`config.mk`:
```
export PLATFORM = sky130hd
export DESIGN_NAME = bias_ladder_ctrl
export DESIGN_NICKNAME = d
export VERILOG_FILES = /design/src/pkg/bias_ladder_pkg.sv /design/src/rtl/bias_ladder_ctrl.sv
export SDC_FILE = /design/constraint.sdc
export NUM_CORES = 1
export LEC_CHECK = 0
export ABC_AREA = 1
export BUFFER_PORTS_ARGS = -buffer_cell sky130_fd_sc_hd__buf_2
export CAP_MARGIN = 10
export CORE_ASPECT_RATIO = 1.4
export CORE_MARGIN = 2
export CORE_UTILIZATION = 40
export DETAILED_ROUTE_END_ITERATION = 8
export GPL_TIMING_DRIVEN = 0
export PLACE_DENSITY = 0.68
export SLEW_MARGIN = 40
export SYNTH_ARGS = -nofsm -noshare
export SYNTH_HDL_FRONTEND = slang
export SYNTH_SLANG_ARGS = --single-unit
```
`constraint.sdc`:
```
create_clock -name pclk -period 2.79 [get_ports pclk]
set_clock_uncertainty 0.15 [all_clocks]
set_input_delay 0.279 -clock pclk [delete_from_list [all_inputs] [get_ports pclk]]
set_output_delay 0.279 -clock pclk [all_outputs]
set_load 0.01 [all_outputs]
```
`src/pkg/bias_ladder_pkg.sv`:
```
// Constants and register map of the LCD bias ladder power control
package bias_ladder_pkg;

	localparam int          CLK_HZ          = 10_000_000;
	localparam int          LCD_CLK_HZ      = 32_768;
	localparam int          TICK_CYCLES_INT = CLK_HZ / LCD_CLK_HZ;
	localparam logic [8:0]  TICK_LAST       = 9'(TICK_CYCLES_INT - 1);

	localparam logic [4:0]  PERIOD_A_LAST   = 5'h0F;
	localparam logic [4:0]  PERIOD_B_LAST   = 5'h1F;

	localparam logic [11:0] LADDER_OFFSET   = 12'h000;
	localparam logic [11:0] REF_OFFSET      = 12'h004;
	localparam logic [11:0] CONTRAST_OFFSET = 12'h008;
	localparam logic [11:0] CONFIG_OFFSET   = 12'h00C;
	localparam logic [11:0] STATUS_OFFSET   = 12'h010;

	localparam logic [7:0]  LADDER_RESET    = 8'h00;
	localparam logic [7:0]  LADDER_MASK     = 8'hF7;
	localparam logic [7:0]  REF_RESET       = 8'h00;
	localparam logic [7:0]  REF_MASK        = 8'hEE;
	localparam logic [2:0]  CONTRAST_RESET  = 3'h0;
	localparam logic [2:0]  CONFIG_RESET    = 3'h0;

	// Ladder control fields
	localparam int          A_PWR_LSB       = 6;
	localparam int          B_PWR_LSB       = 4;
	localparam int          RESERVED_BIT    = 3;
	localparam int          A_LEN_LSB       = 0;

	// Reference control fields
	localparam int          REF_ENABLE_BIT  = 7;
	localparam int          REF_SOURCE_BIT  = 6;
	localparam int          REF_IDLE_BIT    = 5;
	localparam int          PIN3_BIT        = 3;
	localparam int          PIN2_BIT        = 2;
	localparam int          PIN1_BIT        = 1;

	// Config fields
	localparam int          HALF_BIAS_BIT   = 0;
	localparam int          STATIC_BIAS_BIT = 1;
	localparam int          WAVE_TYPE_BIT   = 2;

	typedef enum logic [1:0] {
		PWR_OFF,
		PWR_LOW,
		PWR_MEDIUM,
		PWR_HIGH
	} ladder_power_t;

endpackage : bias_ladder_pkg

```
`src/rtl/bias_ladder_ctrl.sv`:
```
// LCD bias ladder power sequencing, contrast and reference gating, APB slave
//
// Implementation choices: the register offsets and the APB interface to the registers.
`timescale 1ns/10ps
`default_nettype none

module bias_ladder_ctrl (
	input  wire logic        pclk,
	input  wire logic        presetn,
	input  wire logic        psel,
	input  wire logic        penable,
	input  wire logic        pwrite,
	input  wire logic [11:0] paddr,
	input  wire logic [31:0] pwdata,
	output logic      [31:0] prdata,
	output logic             pready,
	output logic             pslverr,
	input  wire logic        lcd_active_flag,
	input  wire logic        seg_transition,
	output logic             ladder_connect,
	output logic             ladder_low_power,
	output logic             ladder_medium_power,
	output logic             ladder_high_power,
	output logic             ladder_mid_short,
	output logic             bias_tap_enable,
	output logic             power_mode_a,
	output logic      [2:0]  contrast_tap_sel,
	output logic             contrast_open,
	output logic             internal_ref_on,
	output logic             internal_ref_from_fvr,
	output logic             fvr_buffer_enable,
	output logic             fvr_request,
	output logic             bias1_pin_connect,
	output logic             bias2_pin_connect,
	output logic             bias3_pin_connect
);

	////////////////////////////////////////////////////////////////////////
	typedef struct packed {
		logic [7:0]  ladder_reg;
		logic [7:0]  ref_reg;
		logic [2:0]  contrast_reg;
		logic [2:0]  config_reg;
		logic [8:0]  div_cnt;
		logic [4:0]  presc;
		logic        mode_a;
		logic [1:0]  power;
		logic [2:0]  level;
		logic        connect;
		logic        mid_short;
		logic        taps;
		logic [2:0]  tap;
		logic        open;
		logic        ref_on;
		logic        ref_fvr;
		logic        buf_en;
		logic        fvr_req;
		logic [2:0]  pins;
		logic        ready;
		logic        err;
		logic [31:0] rdata;
	} state_t;

	state_t st_reg;
	state_t st_next;

	logic          tick;
	logic          mapped;
	logic [4:0]    period_last;
	logic [4:0]    presc_n;
	logic [2:0]    a_len;
	logic          mode_a_n;
	logic [1:0]    pwr_sel;
	logic          ref_en;
	logic          ref_src;
	logic          ref_idle;
	logic [31:0]   rd_val;

	////////////////////////////////////////////////////////////////////////
	always_comb begin
		st_next = st_reg;
		a_len   = st_reg.ladder_reg[bias_ladder_pkg::A_LEN_LSB +: 3];
		ref_en  = st_reg.ref_reg[bias_ladder_pkg::REF_ENABLE_BIT];
		ref_src = st_reg.ref_reg[bias_ladder_pkg::REF_SOURCE_BIT];
		ref_idle = st_reg.ref_reg[bias_ladder_pkg::REF_IDLE_BIT];

		// 32 kHz enable from the bus clock
		tick = (st_reg.div_cnt == bias_ladder_pkg::TICK_LAST);
		if (tick) begin
			st_next.div_cnt = '0;
		end else begin
			st_next.div_cnt = st_reg.div_cnt + 9'h001;
		end

		// Prescaler period follows the waveform type
		if (st_reg.config_reg[bias_ladder_pkg::WAVE_TYPE_BIT]) begin
			period_last = bias_ladder_pkg::PERIOD_B_LAST;
		end else begin
			period_last = bias_ladder_pkg::PERIOD_A_LAST;
		end

		// Transition restarts the count so mode A aligns to the edge
		if (!lcd_active_flag || seg_transition) begin
			presc_n = '0;
		end else if (tick) begin
			if (st_reg.presc >= period_last) begin
				presc_n = '0;
			end else begin
				presc_n = st_reg.presc + 5'h01;
			end
		end else begin
			presc_n = st_reg.presc;
		end
		st_next.presc = presc_n;

		// Zero length keeps B; otherwise first n counts are A
		mode_a_n = lcd_active_flag && (a_len != 3'h0)
		           && (presc_n < {2'b00, a_len});
		st_next.mode_a = mode_a_n;

		if (mode_a_n) begin
			pwr_sel = st_reg.ladder_reg[bias_ladder_pkg::A_PWR_LSB +: 2];
		end else begin
			pwr_sel = st_reg.ladder_reg[bias_ladder_pkg::B_PWR_LSB +: 2];
		end
		if (!lcd_active_flag) begin
			pwr_sel = bias_ladder_pkg::PWR_OFF;
		end
		st_next.power   = pwr_sel;
		st_next.level   = {pwr_sel == bias_ladder_pkg::PWR_HIGH,
		                   pwr_sel == bias_ladder_pkg::PWR_MEDIUM,
		                   pwr_sel == bias_ladder_pkg::PWR_LOW};
		st_next.connect = (pwr_sel != bias_ladder_pkg::PWR_OFF);

		// Static bias needs no intermediate taps; half bias shorts the middle
		st_next.taps = st_next.connect
		    && !st_reg.config_reg[bias_ladder_pkg::STATIC_BIAS_BIT];
		st_next.mid_short = st_next.taps
		    && st_reg.config_reg[bias_ladder_pkg::HALF_BIAS_BIT];

		// Contrast needs an active module and a selected reference
		st_next.tap     = st_reg.contrast_reg;
		st_next.open    = !lcd_active_flag || !ref_en;
		st_next.ref_on  = lcd_active_flag && ref_en;
		st_next.ref_fvr = st_next.ref_on && ref_src;
		st_next.fvr_req = st_next.ref_fvr;
		// Buffer may sleep in mode B, where the ladder draws little
		st_next.buf_en  = st_next.ref_fvr && !(ref_idle && !mode_a_n);

		// Pins are independent of the ladder so both can be used together
		st_next.pins = {st_reg.ref_reg[bias_ladder_pkg::PIN3_BIT],
		                st_reg.ref_reg[bias_ladder_pkg::PIN2_BIT],
		                st_reg.ref_reg[bias_ladder_pkg::PIN1_BIT]};

		// Register decode
		mapped = 1'b1;
		rd_val = '0;
		case (paddr)
			bias_ladder_pkg::LADDER_OFFSET: begin
				rd_val[7:0] = st_reg.ladder_reg;
			end
			bias_ladder_pkg::REF_OFFSET: begin
				rd_val[7:0] = st_reg.ref_reg;
			end
			bias_ladder_pkg::CONTRAST_OFFSET: begin
				rd_val[2:0] = st_reg.contrast_reg;
			end
			bias_ladder_pkg::CONFIG_OFFSET: begin
				rd_val[2:0] = st_reg.config_reg;
			end
			bias_ladder_pkg::STATUS_OFFSET: begin
				rd_val[0]   = lcd_active_flag;
				rd_val[1]   = st_reg.mode_a;
				rd_val[3:2] = st_reg.power;
				rd_val[8:4] = st_reg.presc;
			end
			default: begin
				mapped = 1'b0;
			end
		endcase

		// One wait state: ready rises in the second access cycle
		st_next.ready = 1'b0;
		if (psel && penable && !st_reg.ready) begin
			st_next.ready = 1'b1;
			st_next.err   = !mapped;
			st_next.rdata = pwrite ? 32'h0000_0000 : rd_val;
		end

		// Write lands on the edge where ready is sampled
		if (psel && penable && st_reg.ready && pwrite && mapped) begin
			case (paddr)
				bias_ladder_pkg::LADDER_OFFSET: begin
					st_next.ladder_reg = pwdata[7:0]
					    & bias_ladder_pkg::LADDER_MASK;
				end
				bias_ladder_pkg::REF_OFFSET: begin
					st_next.ref_reg = pwdata[7:0] & bias_ladder_pkg::REF_MASK;
				end
				bias_ladder_pkg::CONTRAST_OFFSET: begin
					st_next.contrast_reg = pwdata[2:0];
				end
				bias_ladder_pkg::CONFIG_OFFSET: begin
					st_next.config_reg = pwdata[2:0];
				end
				default: begin
					st_next.config_reg = st_reg.config_reg;
				end
			endcase
		end
	end

	////////////////////////////////////////////////////////////////////////
	always_ff @(posedge pclk or negedge presetn) begin
		if (!presetn) begin
			st_reg              <= '0;
			st_reg.ladder_reg   <= bias_ladder_pkg::LADDER_RESET;
			st_reg.ref_reg      <= bias_ladder_pkg::REF_RESET;
			st_reg.contrast_reg <= bias_ladder_pkg::CONTRAST_RESET;
			st_reg.config_reg   <= bias_ladder_pkg::CONFIG_RESET;
			st_reg.open         <= 1'b1;
		end else begin
			st_reg <= st_next;
		end
	end

	////////////////////////////////////////////////////////////////////////
	assign prdata                = st_reg.rdata;
	assign pready                = st_reg.ready;
	assign pslverr               = st_reg.err;
	assign ladder_connect        = st_reg.connect;
	assign ladder_low_power      = st_reg.level[0];
	assign ladder_medium_power   = st_reg.level[1];
	assign ladder_high_power     = st_reg.level[2];
	assign ladder_mid_short      = st_reg.mid_short;
	assign bias_tap_enable       = st_reg.taps;
	assign power_mode_a          = st_reg.mode_a;
	assign contrast_tap_sel      = st_reg.tap;
	assign contrast_open         = st_reg.open;
	assign internal_ref_on       = st_reg.ref_on;
	assign internal_ref_from_fvr = st_reg.ref_fvr;
	assign fvr_buffer_enable     = st_reg.buf_en;
	assign fvr_request           = st_reg.fvr_req;
	assign bias1_pin_connect     = st_reg.pins[0];
	assign bias2_pin_connect     = st_reg.pins[1];
	assign bias3_pin_connect     = st_reg.pins[2];
endmodule : bias_ladder_ctrl

`default_nettype wire

```
==> out/qor.csv <==
metric,value,unit
status,"finished, violations left",
failing checks,negative setup slack,
buffer levels on the longest clock path,2,
DP HPWL,5.207,mm
P_sw,0.0004251,W
FMAX,351.5,MHz
area fraction of the dominant cell type after synthesis,48.01,%
Buf/Inv on CP,1,
part of the power in registers,48.0,%
hold crit path type,in -> reg,
max cap viols,0,
Layout Cells excl Fill,573,
"commonest non-fill, non-tap cells in the layout","61 x dfrtp_1, 57 x nand2_1, 55 x buf_2, 48 x buf_4, 47 x inv_1",
DIE HEIGHT,110.4,um
CP endpoint kind,register,
largest area contributor in the netlist,dfrtp_1,
core area,7797,um^2
Int Power,0.001495,W
max FFs per register,23,
Post-Route WL,7.219,mm
Total Die Area,8825,um^2
crit-path max FO,4,
"slowest stage delay, CP",0.44,ns
final hold vios,0,
"most common cell after layout, fill and taps aside",dfrtp_1,
"Distinct cells, synth",41,
Initial Utilization,41.45,%
DRC Markers,0,
Pre-antenna DRT Iters,4,
Total Nets Final,525,
CP startpoint kind,register,
synth warn,0,
Final Core Density,53.93,%
Post-Synthesis Cells,367,
sequential area share after synthesis,48.82,%
maximum VDD drop,0.0002433,V
clock network power share,45.5,%
Setup TNS,-0.08608,ns
# rows,38,
clk root buf,clkbuf_8,
"FF+latch count, synth",63,
leakage power,2.238,nW
All-Layer GR Usage,17.33,%
Sw Share,22.14,%
global-route wire length before repair,11.46,mm
Antenna Cells,0,
CTS tree,yes,
share of cells above drive strength 1,37.63,%
Mapped Area,3232,um^2
dominant cells by area after synthesis,"dfrtp_1 48%, buf_4 8.4%, nand2_1 7.4%, inv_1 6.0%, o21ai_0 2.8%",
Final WS setup,-0.05474,ns
cell total after placement,544,
vias,2633,
Iter 0 DRT Violations,157,
Combinational Power Share,6.5,%
clock sinks,63,
CP cell instances,"nor2_4, nand3_4, nor2_8, nand2_2, nand2_2, o21ai_4, nor2_4, ha_4, nand2_2, inv_2, nor4_2, nand2_2, nor2_4, nand2_4, nand2_4, nand3_4, nand2_4, nand2_4, nor2_2",
crit path time final,2.845,ns
vias per cell,4.595,
IO Port Bufs,55,
IO Pins,103,
clock slew at reported path FFs,0.07,ns
Slew Limit Fails,0,
PD cells,456.6,nW/um^2
routability cong.,0.8495,
clock latency at the later pin of the worst-skew pair,0.34,ns
H-tree depth,3,
Avg Synthesized Cell Area,8.806,um^2
DR WL/cell,12.60,um
largest net degree at the start of global routing,64,
period utilization,102.0,%
crit path kind,reg -> reg,
GR Overflow Total,0,
Slew HR,59.48,%
critical path arrival,2.97,ns
CP top delay family,simple AND/OR/NAND/NOR gates,
count of final setup violators,3,
required time of the critical path,2.92,ns
vias in the first global route,2518,
initial antenna violation count,0,
RSZ-0062 raised after global routing,yes,
Worst Tran Pin Value,0.6032,ns
Die Width,79.97,um
CP max stage cell,dfrtp_2,
antenna-violating nets left,0,
Area Growth Syn to Fin,30.12,%
CTS buffer count,9,
==> per-layer routing <==
| metal | wire (um) | share of wire [%] | global-route usage [%] | vias to the layer above |
|---|---|---|---|---|
| met5 | 0 | 0 | 0 | - |
| met4 | 168 | 2.3 | 8.596 | 0 |
| met3 | 340 | 4.7 | 4.642 | 16 |
| met2 | 3740 | 52 | 28.87 | 71 |
| met1 | 2969 | 41 | 20.60 | 1215 |
| li1 | - | - | - | 1331 |
==> Yosys cell counts, drive strengths merged <==
cell	n
nand3b	1
ha	6
conb	1
nor2	29
clkinv	1
a211oi	1
a21oi	13
xor2	1
nand2	73
o31ai	2
nand4	10
and3	2
a21boi	1
a22o	1
buf	38
dfrtp	62
nor4	2
o21ai	28
a32o	3
clkbuf	1
nand3	23
inv	57
mux2	1
dfstp	1
o2111ai	1
nor3	7
o211ai	1
==> cell families (layout without fill, tap and decap cells) <==
kind of cell | Yosys count | count (layout) | share of synthesized area, %
AO/OA/AOI/OAI | 51 | 51 | 9.215
AND/OR/NAND/NOR | 147 | 147 | 23.19
adder cells (fa/ha/maj) | 6 | 6 | 2.323
multiplexers | 1 | 1 | 0.3484
other | 1 | 23 | 0.1160
flip-flops | 63 | 63 | 48.82
XOR/XNOR | 1 | 1 | 0.2711
buffers and inverters | 97 | 181 | 15.72
==> layout make-up <==
type / instances / area (um^2)
Fill cell: 741 / 3592
Timing Repair Buffer: 68 / 381.6
Clock inverter: 5 / 81.33
Tap cell: 100 / 125.1
Buffer: 39 / 290.3
Multi-Input combinational cell: 229 / 1389
Inverter: 58 / 217.7
Sequential cell: 63 / 1579
Clock buffer: 11 / 141.4
==> path summary, 6_finish.rpt <==
path	cells after the start	to	startpoint	slack, ns
worst min register to register	0	bias3_pin_connect	st_next[36]	0.28
min in group asynchronous	2	internal_ref_on	presetn	0.34
worst max register to register	19	ladder_mid_short	st_reg[66]	-0.05
worst min-delay path	2	st_next[36]	pwdata[3]	0.03
worst max-delay path	19	ladder_mid_short	st_reg[66]	-0.05
max in group asynchronous	2	st_reg[66]	presetn	1.75
==> stage by stage <==
| step | hold slack, ns | total power (W) | worst slack (ns) | area [um^2] |
|---|---|---|---|---|
| after detailed placement | 0.2594 | 0.001057 | -0.2096 | 3717 |
| after global routing | 0.007286 | 0.002006 | -0.1783 | 4205 |
| after CTS | 0.01021 | 0.001938 | 0.001829 | 4048 |
| after floorplan | -0.1666 | 0.001004 | 0.1548 | 3314 |
| final | 0.02585 | 0.001920 | -0.05474 | 4205 |
| after global placement | 0.2561 | 0.001055 | -0.1210 | 3715 |
==> power groups by stage <==
stage	logic [W]	clock network [W]	registers [W]
floorplan	0.0000629	0	0.000941
global placement	0.000116	0	0.000938
detailed placement	0.000118	0	0.000939
CTS	0.000120	0.000896	0.000922
global route	0.000140	0.000945	0.000921
finish	0.000124	0.000875	0.000922
==> repair_timing <==
action,4_1_cts,5_1_grt
endpoints found under the setup margin,9,8
hold endpoints to repair,62,0
setup buffers,4,8
resized for setup,14,25
pin swaps,3,12
hold buffers,1,0
Note: power is estimated with default switching activity, not from simulation.
